[src/logic/lcdcs_regs.vh]
// Purpose: constants shared by the cascade sync/addressing logic
// Assumes: 25 MHz sys_clk
// Notes: definitions only
`ifndef LCDCS_REGS_VH
`define LCDCS_REGS_VH

// ------------------------------------------------------------
// clock and timing
// ------------------------------------------------------------
`define LCDCS_SYS_CLK_PERIOD_NS 40
// least low time of the alignment line, in ns
`define LCDCS_SYNC_LOW_NS 100000
// least low time in whole cycles, sized to the counter: 100000 ns / 40 ns
`define LCDCS_SYNC_LOW_CYC 12'h9C4
`define LCDCS_CNT_W 12
// cycles after own release before foreign assertions are believed
`define LCDCS_RELEASE_GUARD_CYC 12'h008

// ------------------------------------------------------------
// backplane phase
// ------------------------------------------------------------
`define LCDCS_PHASE_W 2
`define LCDCS_PHASE_FIRST 2'h0
`define LCDCS_MUX_STATIC 2'h0
`define LCDCS_MUX_2BP 2'h1
`define LCDCS_MUX_3BP 2'h2
`define LCDCS_MUX_4BP 2'h3

// ------------------------------------------------------------
// synchroniser lanes
// ------------------------------------------------------------
`define LCDCS_SYNC_LANES 5
`define LCDCS_LANE_A0 0
`define LCDCS_LANE_A1 1
`define LCDCS_LANE_OSC 2
`define LCDCS_LANE_CLK 3
`define LCDCS_LANE_SYNC 4
`define LCDCS_SYNC_RST_VAL 5'h10

// ------------------------------------------------------------
// reset values
// ------------------------------------------------------------
`define LCDCS_IDX_W 3
`define LCDCS_IDX_RST 3'h0
`define LCDCS_CNT_ZERO 12'h000
`define LCDCS_CNT_ONE 12'h001

`endif

[src/logic/lcdcs_top.v]
// Purpose: cascade support of a segment display driver: device index,
//          split acknowledge, frame alignment line and clock source
// Assumes: 25 MHz sys_clk; internal oscillator arrives as a tick pulse
// Notes: open-drain pins are split into value and enable outputs
`include "lcdcs_regs.vh"

module lcdcs_top (
    input wire sys_clk,
    input wire rst,
    input wire clk_en,
    // strap and configuration pins
    input wire subaddr_pin_lo,
    input wire subaddr_pin_hi,
    input wire osc_sel_pin,
    // programmable address bit and command-side controls
    input wire group_select_bit,
    input wire [`LCDCS_IDX_W-1:0] addressed_index,
    input wire display_en,
    input wire [1:0] mux_mode,
    input wire ack_req,
    input wire int_osc_tick,
    // clock pin
    input wire clk_pin_in,
    output wire clk_pin_out,
    output wire clk_pin_oe,
    // frame alignment line
    input wire frame_sync_in,
    output wire frame_sync_out,
    output wire frame_sync_oe,
    // acknowledge line
    output wire ack_out_line_out,
    output wire ack_out_line_oe,
    // status
    output wire [`LCDCS_IDX_W-1:0] device_index,
    output wire dev_selected,
    output wire [`LCDCS_PHASE_W-1:0] bp_phase,
    output wire phase_tick,
    output wire realign_pulse
);

    // ------------------------------------------------------------
    // helpers
    // ------------------------------------------------------------
    // index of the last active backplane for a multiplex mode
    function [`LCDCS_PHASE_W-1:0] last_phase;
        input [1:0] mode;
        begin
            case (mode)
                `LCDCS_MUX_STATIC: last_phase = 2'h0;
                `LCDCS_MUX_2BP: last_phase = 2'h1;
                `LCDCS_MUX_3BP: last_phase = 2'h2;
                default: last_phase = 2'h3;
            endcase
        end
    endfunction

    localparam [`LCDCS_CNT_W-1:0] SYNC_LOW_CYC = `LCDCS_SYNC_LOW_CYC;

    // ------------------------------------------------------------
    // pin synchronisers
    // ------------------------------------------------------------
    wire [`LCDCS_SYNC_LANES-1:0] pins_raw;
    wire [`LCDCS_SYNC_LANES-1:0] pins_sync;

    assign pins_raw[`LCDCS_LANE_A0] = subaddr_pin_lo;
    assign pins_raw[`LCDCS_LANE_A1] = subaddr_pin_hi;
    assign pins_raw[`LCDCS_LANE_OSC] = osc_sel_pin;
    assign pins_raw[`LCDCS_LANE_CLK] = clk_pin_in;
    assign pins_raw[`LCDCS_LANE_SYNC] = frame_sync_in;

    lcdcs_sync2 #(
        .WIDTH(`LCDCS_SYNC_LANES),
        .RST_VAL(`LCDCS_SYNC_RST_VAL)
    ) u_sync (
        .sys_clk(sys_clk),
        .rst(rst),
        .clk_en(clk_en),
        .async_in(pins_raw),
        .sync_out(pins_sync)
    );

    wire a0_s = pins_sync[`LCDCS_LANE_A0];
    wire a1_s = pins_sync[`LCDCS_LANE_A1];
    wire osc_ext_s = pins_sync[`LCDCS_LANE_OSC];
    wire clk_in_s = pins_sync[`LCDCS_LANE_CLK];
    wire sync_line_s = pins_sync[`LCDCS_LANE_SYNC];

    // ------------------------------------------------------------
    // device index and acknowledge
    // ------------------------------------------------------------
    reg [`LCDCS_IDX_W-1:0] device_index_reg;
    reg dev_selected_reg;
    reg ack_oe_reg;
    wire [`LCDCS_IDX_W-1:0] device_index_next = {group_select_bit, a1_s, a0_s};

    always @(posedge sys_clk) begin
        if (rst) begin
            device_index_reg <= `LCDCS_IDX_RST;
            dev_selected_reg <= 1'b0;
            ack_oe_reg <= 1'b0;
        end else if (clk_en) begin
            device_index_reg <= device_index_next;
            dev_selected_reg <= (addressed_index == device_index_next);
            // acknowledge has its own open-drain output, never the data input
            ack_oe_reg <= ack_req;
        end
    end

    // ------------------------------------------------------------
    // clock source
    // ------------------------------------------------------------
    reg clk_out_reg;
    reg clk_oe_reg;
    reg clk_in_d_reg;
    reg tick_reg;
    wire int_edge = int_osc_tick & ~clk_out_reg;
    wire ext_edge = clk_in_s & ~clk_in_d_reg;
    // pick the timing source from the select pin
    wire time_tick = osc_ext_s ? ext_edge : int_edge;

    always @(posedge sys_clk) begin
        if (rst) begin
            clk_out_reg <= 1'b0;
            clk_oe_reg <= 1'b0;
            clk_in_d_reg <= 1'b0;
            tick_reg <= 1'b0;
        end else if (clk_en) begin
            clk_in_d_reg <= clk_in_s;
            if (int_osc_tick) begin
                clk_out_reg <= ~clk_out_reg;
            end
            // output only on internal source and only while displaying
            clk_oe_reg <= ~osc_ext_s & display_en;
            // display enable must reach all drivers together
            tick_reg <= time_tick & display_en;
        end
    end

    // ------------------------------------------------------------
    // backplane phase and alignment line
    // ------------------------------------------------------------
    reg [`LCDCS_PHASE_W-1:0] phase_reg;
    reg [`LCDCS_PHASE_W-1:0] phase_next;
    reg sync_oe_reg;
    reg sync_oe_next;
    reg [`LCDCS_CNT_W-1:0] hold_cnt_reg;
    reg [`LCDCS_CNT_W-1:0] hold_cnt_next;
    reg [`LCDCS_CNT_W-1:0] guard_cnt_reg;
    reg [`LCDCS_CNT_W-1:0] guard_cnt_next;
    reg sync_line_d_reg;
    reg realign_reg;
    reg realign_next;
    reg phase_tick_reg;

    // a low edge while we are neither driving nor just released is foreign
    wire sync_fall = sync_line_d_reg & ~sync_line_s;
    wire watching = ~sync_oe_reg && (guard_cnt_reg == `LCDCS_CNT_ZERO);
    wire foreign_assert = sync_fall & watching;
    wire [`LCDCS_PHASE_W-1:0] lp = last_phase(mux_mode);

    always @* begin
        phase_next = phase_reg;
        sync_oe_next = sync_oe_reg;
        hold_cnt_next = hold_cnt_reg;
        guard_cnt_next = guard_cnt_reg;
        realign_next = 1'b0;
        if (guard_cnt_reg != `LCDCS_CNT_ZERO) begin
            guard_cnt_next = guard_cnt_reg - `LCDCS_CNT_ONE;
        end
        if (foreign_assert) begin
            // first device to pull the line wins; jump to our last phase
            phase_next = lp;
            realign_next = 1'b1;
        end else if (tick_reg) begin
            if (phase_reg >= lp) begin
                phase_next = `LCDCS_PHASE_FIRST;
            end else begin
                phase_next = phase_reg + 2'h1;
            end
            if (phase_next == lp) begin
                // onset of the last active backplane
                sync_oe_next = 1'b1;
                hold_cnt_next = SYNC_LOW_CYC;
            end
        end
        if (sync_oe_reg && !(tick_reg && phase_next == lp)) begin
            if (hold_cnt_reg > `LCDCS_CNT_ONE) begin
                hold_cnt_next = hold_cnt_reg - `LCDCS_CNT_ONE;
            end else begin
                // release, then ignore the pull-up rise for a few cycles
                sync_oe_next = 1'b0;
                hold_cnt_next = `LCDCS_CNT_ZERO;
                guard_cnt_next = `LCDCS_RELEASE_GUARD_CYC;
            end
        end
    end

    always @(posedge sys_clk) begin
        if (rst) begin
            // every device leaves reset at the same first phase
            phase_reg <= `LCDCS_PHASE_FIRST;
            sync_oe_reg <= 1'b0;
            hold_cnt_reg <= `LCDCS_CNT_ZERO;
            guard_cnt_reg <= `LCDCS_CNT_ZERO;
            sync_line_d_reg <= 1'b1;
            realign_reg <= 1'b0;
            phase_tick_reg <= 1'b0;
        end else if (clk_en) begin
            phase_reg <= phase_next;
            sync_oe_reg <= sync_oe_next;
            hold_cnt_reg <= hold_cnt_next;
            guard_cnt_reg <= guard_cnt_next;
            sync_line_d_reg <= sync_line_s;
            realign_reg <= realign_next;
            phase_tick_reg <= tick_reg;
        end
    end

    // ------------------------------------------------------------
    // outputs
    // ------------------------------------------------------------
    // open-drain lines only ever drive low
    reg od_low_reg;
    always @(posedge sys_clk) begin
        if (rst) begin
            od_low_reg <= 1'b0;
        end else if (clk_en) begin
            od_low_reg <= 1'b0;
        end
    end

    assign clk_pin_out = clk_out_reg;
    assign clk_pin_oe = clk_oe_reg;
    assign frame_sync_out = od_low_reg;
    assign frame_sync_oe = sync_oe_reg;
    assign ack_out_line_out = od_low_reg;
    assign ack_out_line_oe = ack_oe_reg;
    assign device_index = device_index_reg;
    assign dev_selected = dev_selected_reg;
    assign bp_phase = phase_reg;
    assign phase_tick = phase_tick_reg;
    assign realign_pulse = realign_reg;

endmodule // lcdcs_top

[src/logic/lcdcs_sync2.v]
// Purpose: two-flop synchroniser for pins from outside the sys_clk domain
// Assumes: synchronous active-high reset, clock enable freezes state
// Notes: first stage is read only by the second stage
module lcdcs_sync2 #(
    parameter WIDTH = 5,
    parameter [WIDTH-1:0] RST_VAL = {WIDTH{1'b0}}
) (
    input wire sys_clk,
    input wire rst,
    input wire clk_en,
    input wire [WIDTH-1:0] async_in,
    output wire [WIDTH-1:0] sync_out
);
    genvar i;
    generate
        for (i = 0; i < WIDTH; i = i + 1) begin : g_lane
            reg meta_reg;
            reg stable_reg;
            always @(posedge sys_clk) begin
                if (rst) begin
                    meta_reg <= RST_VAL[i];
                    stable_reg <= RST_VAL[i];
                end else if (clk_en) begin
                    meta_reg <= async_in[i];
                    stable_reg <= meta_reg;
                end
            end
            assign sync_out[i] = stable_reg;
        end
    endgenerate
endmodule // lcdcs_sync2

[config.mk]
export PLATFORM = sky130hd
export DESIGN_NAME = lcdcs_top
export DESIGN_NICKNAME = d
export VERILOG_FILES = /design/src/logic/lcdcs_top.v /design/src/logic/lcdcs_sync2.v
export VERILOG_INCLUDE_DIRS = /design/src /design/src/logic
export SDC_FILE = /design/constraint.sdc
export NUM_CORES = 1
export LEC_CHECK = 0
export ABC_CLOCK_PERIOD_IN_PS = 4610
export BUFFER_PORTS_ARGS = -buffer_cell sky130_fd_sc_hd__buf_2
export CELL_PAD_IN_SITES_DETAIL_PLACEMENT = 1
export CELL_PAD_IN_SITES_GLOBAL_PLACEMENT = 2
export CORE_MARGIN = 2
export CORE_UTILIZATION = 39
export CTS_BUF_LIST = sky130_fd_sc_hd__clkbuf_8
export CTS_CLUSTER_DIAMETER = 150
export CTS_CLUSTER_SIZE = 30
export DETAILED_ROUTE_END_ITERATION = 6
export GPL_TIMING_DRIVEN = 0
export PLACE_DENSITY_LB_ADDON = 0.1
export SYNTH_ARGS = -nofsm -noshare
export SYNTH_HDL_FRONTEND = slang
export SYNTH_SLANG_ARGS = --single-unit
[constraint.sdc]
create_clock -name sys_clk -period 4.61 [get_ports sys_clk]
set_clock_uncertainty 0.1 [all_clocks]
set_input_delay 0 -clock sys_clk [delete_from_list [all_inputs] [get_ports sys_clk]]
set_output_delay 0 -clock sys_clk [all_outputs]
set_load 0.05 [all_outputs]
# [Word level (Yosys, flattened, before mapping)]
# Cells that the tools add are included.
[totals] ff_bits=49 elab_cells=78
[op_classes] addsub=3 muxes=21 n_eq_ne=6 bitwise_logic=11 magnitude_cmp=2 reduce_logical=11
[ops] op="2-to-1 mux 12 bit" count=8
[ops] op="subtractor 12 x 1 -> 12 bit, second input constant" count=2
[ops] op="greater-than comparator 12 x 1 -> 1 bit, second input constant" count=1
[ops] op="zero test 12 bit" count=1
[ops] op="nonzero test 12 bit" count=1
[ops] op="2-to-1 mux 2 bit" count=5
[ops] op="2-to-1 mux 1 bit" count=7
[ops] op="bitwise AND 1 bit" count=6
[ops] op="one-hot mux 2 bit (3 select lines)" count=1
[ops] op="inverter 1 bit" count=5
[ops] op="== test 2 bit" count=2
[ops] op="AND reduction 4 bit" count=1
[ops] op="nonzero test 2 bit" count=2
[ops] op="== test 3 bit" count=1
[ops] op="logical AND 1 bit" count=3
[ops] op="adder 2 x 1 -> 2 bit, second input constant" count=1
[ops] op="== test 2 x 1 -> 1 bit, second input constant" count=1
[ops] op="== test 2 bit, second input constant" count=1
[ops] op="greater-or-equal comparator 2 bit" count=1
[ops] op="zero test 2 bit" count=1
[ops] op="inequality test 2 x 1 -> 1 bit, second input constant" count=1
[ops] op="AND reduction 2 bit" count=1
[ops] op="zero test 1 bit" count=1

# [Logic depth before layout (Yosys ltp)]
[depth] ltp_word=14 ltp_mapped=9 depth_no_buf=8

# [Cells and area by module]
# A second synthesis with hierarchy kept.
[unflattened] cells_unflattened=298 hier_area_um2=2561.2
[by_module_without_submodules] mod="lcdcs_top" seq_area_each_um2=780.7 n_inst=1 area_per_inst_um2=2164.6 cells_each=261
[by_module_without_submodules] mod="lcdcs_sync2" seq_area_each_um2=200.2 n_inst=1 area_per_inst_um2=396.6 cells_each=37

# [Worst setup path after synthesis]
# OpenSTA, ideal clock, no wires.
[synth_timing] path_kind="reg-to-reg" start="register phase_reg[0] (netlist: bp_phase[0])" end="register guard_cnt_reg[1]" required_time_ns=4.424 setup_time_ns=0.086 n_path_buf=0 slack_ns=1.992 stages_incl_launch_ff=9 synth_period_minus_slack_ns=2.618 arrival_time_ns=2.433 path_cell_list="dfxtp_1 > inv_1 > ha_1 > nand2b_1 > a211oi_1 > a41o_1 > nor2_1 > a41o_1 > a211oi_1"
[synth_between] elab_chain_len=11 elab_cells_between_ends=12 classes_between="add/sub (1); order compare (1); eq/ne (1); mux (6); reduce/logical (3)"
[synth_lines] item="from (decl)" line="lcdcs_top.v:142" rtl="reg [`LCDCS_PHASE_W-1:0] phase_reg;"
[synth_lines] item="from (signal assigned)" line="lcdcs_top.v:201" rtl="phase_reg <= `LCDCS_PHASE_FIRST;"
[synth_lines] item="from (signal assigned)" line="lcdcs_top.v:209" rtl="phase_reg <= phase_next;"
[synth_lines] item="adder 2 x 1 -> 2 bit / greater-or-equal comparator 2 bit (equally long branches)" line="lcdcs_top.v:178, lcdcs_top.v:175"
[synth_lines] item="2-to-1 mux 2 bit" line="lcdcs_top.v:175" rtl="if (phase_reg >= lp) begin"
[synth_lines] item="2-to-1 mux 2 bit" line="lcdcs_top.v:174" rtl="end else if (tick_reg) begin"
[synth_lines] item="2-to-1 mux 2 bit" line="lcdcs_top.v:170" rtl="if (foreign_assert) begin"
[synth_lines] item="2-to-1 mux 2 bit *" line="lcdcs_top.v:174"
[synth_lines] item="2-to-1 mux 2 bit *" line="lcdcs_top.v:170"
[synth_lines] item="== test 2 bit *" line="lcdcs_top.v:186" rtl="if (sync_oe_reg && !(tick_reg && phase_next == lp)) begin"
[synth_lines] item="logical AND 1 bit *" line="lcdcs_top.v:186"
[synth_lines] item="zero test 1 bit *" line="lcdcs_top.v:186"
[synth_lines] item="logical AND 1 bit *" line="lcdcs_top.v:186"
[synth_lines] item="2-to-1 mux 12 bit *" line="lcdcs_top.v:186"
[synth_lines] item="to (signal assigned)" line="lcdcs_top.v:204" rtl="guard_cnt_reg <= `LCDCS_CNT_ZERO;"
[synth_lines] item="to (signal assigned)" line="lcdcs_top.v:212" rtl="guard_cnt_reg <= guard_cnt_next;"
[synth_lines] item="to (decl)" line="lcdcs_top.v:148" rtl="reg [`LCDCS_CNT_W-1:0] guard_cnt_reg;"
# Mark *: on every way between the ends. The rest lies on a longest branch, timed or not. The select of a mux whose other input is x is not followed.
# A chain may end at the register's enable or synchronous reset.

# [Worst setup path after layout]
# Ends and elaborated chain as after synthesis.

==> results.json <==
{
  "cts_resized": 0,
  "setup_viol": 0,
  "yosys.area.top_type_share_pct": 37.9,
  "pwr-share-comb_pct": 39.2,
  "p_int_mw": 0.824,
  "r2r-start": "bp_phase[0]",
  "areaGrowthSynthToFinish_pct": 17.2,
  "p_seq_share_pct": 40.5,
  "synth_area_mm2": 0.00259,
  "cp_max_fo": 7,
  "hold_violations": 0,
  "yosysWarnings": 0,
  "leakagePower_nw": 1.23,
  "rsz0062_at_grt": "false",
  "antenna_found_initial": 0,
  "cpPeakStageDelay_ns": 0.45,
  "fin_tns_setup_ns": 0,
  "path_class": "register to register",
  "cp_slowest_cell": "dfxtp_1",
  "core_area_mm2": 0.00639,
  "nets": 380,
  "synth-compound-area-share_pct": 17.4,
  "clkPwrFrac_pct": 20.3,
  "fin_crit_ns": 2.80,
  "async_flop_share_pct": 0,
  "vias_per_cell": 5.43,
  "drtIter0Drc": 107,
  "routabilityCongestion": 0.784,
  "holdWs_ns": 0.0221,
  "slew_headroom_pct": 48.3,
  "portBuffers": 28,
  "synthMuxAreaShare_pct": 5.80,
  "synthAdderAreaFrac_pct": 2.42,
  "wl_per_cell_um": 15.1,
  "most-common-layout-cells": "50 x nor2_1, 49 x dfxtp_1, 33 x nand2_1",
  "grt_pass1_wl_um": 11300,
  "ys_seq_elements": 49,
  "place_area_mm2": 0.00283,
  "grt_max_degree": 18,
  "total_power_mw": 1.35,
  "dp_cells": 417,
  "clockBufferDepth": 2,
  "synth.distinct_cells": 63,
  "outcome": "finished clean",
  "drc_errors": 0,
  "post_cts_buffers": 0,
  "chipHeight_um": 85.5,
  "crit_chain": "inv_1 > ha_1 > nand2b_1 > a211oi_1 > a41o_1 > nor2_1 > a41o_1 > a211oi_1",
  "htreeDepth": 2,
  "worst_pin_slew_ns": 0.767,
  "rows": 29,
  "grt_usage_pct": 19.4,
  "worstSkewPairLatency_ns": 0.32,
  "synth.largest_area_cell": "dfxtp_1",
  "yosysSeqAreaShare_pct": 37.9,
  "grt_pass1_vias": 2264,
  "fillCellCount": 805,
  "antenna_left": 0,
  "r2r_setup_slack_ns": 1.81,
  "wirelength_um": 6580,
  "crit_path_end_kind": "register",
  "die_w_um": 85.5,
  "reg2reg_depth": 8,
  "fin_crit_sh_pct": 60.8,
  "powerDensity_mw_per_mm2": 446,
  "avgSynthCellArea_um2": 8.32,
  "stdcell_count": 436,
  "hold_path_class": "input port to register",
  "yosys_most_used_dff": "dfxtp_1",
  "p_sw_share_pct": 39.1,
  "vias": 2368,
  "hold_depth": 5,
  "timing.rr.end": "guard_cnt_reg[1]",
  "multiInputGateArea_mm2": 0.00150,
  "min_from": "mux_mode[0]",
  "io_pins": 31,
  "worstPathRequired_ns": 4.74,
  "grt_overflow": 0,
  "slew_violations": 0,
  "die_area_mm2": 0.00731,
  "min_to": "bp_phase[0]",
  "cp-start-kind": "register",
  "clock-root-buffer": "clkbuf_8",
  "synth_simple_gate_area_share_pct": 28.6,
  "synth-edff-count": 0,
  "maxCapViolations": 0,
  "crit_arrival_ns": 2.94,
  "dr.pass1.iters": 4,
  "cts_buffers": 5,
  "tritoncts": "done",
  "synth_top_family_by_area": "simple AND/OR/NAND/NOR gates",
  "stdcell_area_mm2": 0.00303,
  "insertedDiodeCount": 0,
  "cts_num_sinks": 49,
  "fmax_ghz": 0.357,
  "switchingPower_mw": 0.529,
  "place_hpwl_um": 4860,
  "clkTransAtPathRegs_ns": 0.10,
  "postSynthCellCount": 311,
  "synth-xor-area-share_pct": 3.38,
  "mostFrequentLayoutCell": "nor2_1",
  "start_util_pct": 40.5,
  "drive_gt1_share_pct": 15.9,
  "cts_hold_buf": 11,
  "vdd_drop_max_v": 0.000316,
  "netlist_top_cells_area": "dfxtp_1 38%, nor2_1 7.2%, mux2i_1 5.8%, nand2_1 4.8%, a21oi_1 3.7%",
  "register_area_um2": 981
}
-- critical path: cells and delay by family, from the launching register on --
kind | cells | cell delay [ns]
AO/OA/AOI/OAI | 4 | 1.47
adder cells (fa/ha/maj) | 1 | 0.29
buffers and inverters | 1 | 0.07
flip-flops | 1 | 0.45
AND/OR/NAND/NOR | 2 | 0.34
-- kinds of logic (layout without fill, tap and decap cells) --
family,count (synthesis),after routing
fa+ha+maj,5,5
mux,15,15
xor+xnor,10,10
other cells,1,2
buf+inv,24,71
simple gates,144,144
compound gates,63,63
flops,49,49
-- worst max path at each step --
| stage | from | end | slack, ns | cells past startpoint |
|---|---|---|---|---|
| floorplan | bp_phase[0] | guard_cnt_reg[1] | 1.99 | 8 |
| global placement | bp_phase[0] | guard_cnt_reg[1] | 1.93 | 8 |
| detailed placement | bp_phase[0] | guard_cnt_reg[1] | 1.90 | 8 |
| CTS | bp_phase[0] | guard_cnt_reg[1] | 1.85 | 8 |
| global route | bp_phase[0] | guard_cnt_reg[1] | 1.68 | 8 |
| finish | bp_phase[0] | guard_cnt_reg[1] | 1.81 | 8 |
-- synth_stat cells (2+ instances only) --
master	count
a221o_1	3
o21ai_0	10
nor2_1	50
and4_1	2
and2_1	5
o31a_1	2
nand3b_1	3
clkbuf_1	3
or3_2	2
and3_1	2
nand2_1	33
nor4_1	8
buf_4	4
nor3_1	10
mux2i_1	15
a41o_1	2
or4_1	2
ha_1	5
dfxtp_1	49
nor4b_1	2
xor2_1	3
o21a_1	5
nand3_1	6
a211oi_1	3
xnor2_1	7
nand2b_1	3
buf_1	4
inv_1	10
a211o_1	4
a21oi_1	19
nor3b_1	2
o21ai_1	2
-- through the flow --
stage               util [%]  setup slack [ns]
global route            47.5              1.68
floorplan                  -              1.99
detailed placement      44.3              1.90
finish                  47.5              1.81
global placement        44.3              1.93
CTS                     47.5              1.85
-- final cells by class --
type	count	area share, %
flip-flops and latches	49	32.3
repair buffers	39	8.25
well taps	77	3.18
plain buffers	13	2.39
inverters	11	1.36
multi-input cells	239	49.4
clock inverters	3	0.825
clock buffers	5	2.27
-- power groups by stage --
stage,clock network [mW],registers [mW],logic [mW]
6_report,0.275,0.548,0.531
3_3_place_gp,0,0.555,0.520
2_1_floorplan,0,0.558,0.409
4_1_cts,0.288,0.548,0.538
5_1_grt,0.303,0.561,0.598
3_5_place_dp,0,0.558,0.526
-- layer usage --
layer	vias up	routed length [um]	track usage [%]
met1	1123	3210	26.4
met5	-	0	0
met4	0	70	5.77
li1	1198	-	-
met3	6	219	3.21
met2	41	3090	31.5
Note: power is estimated with default switching activity, not from simulation.
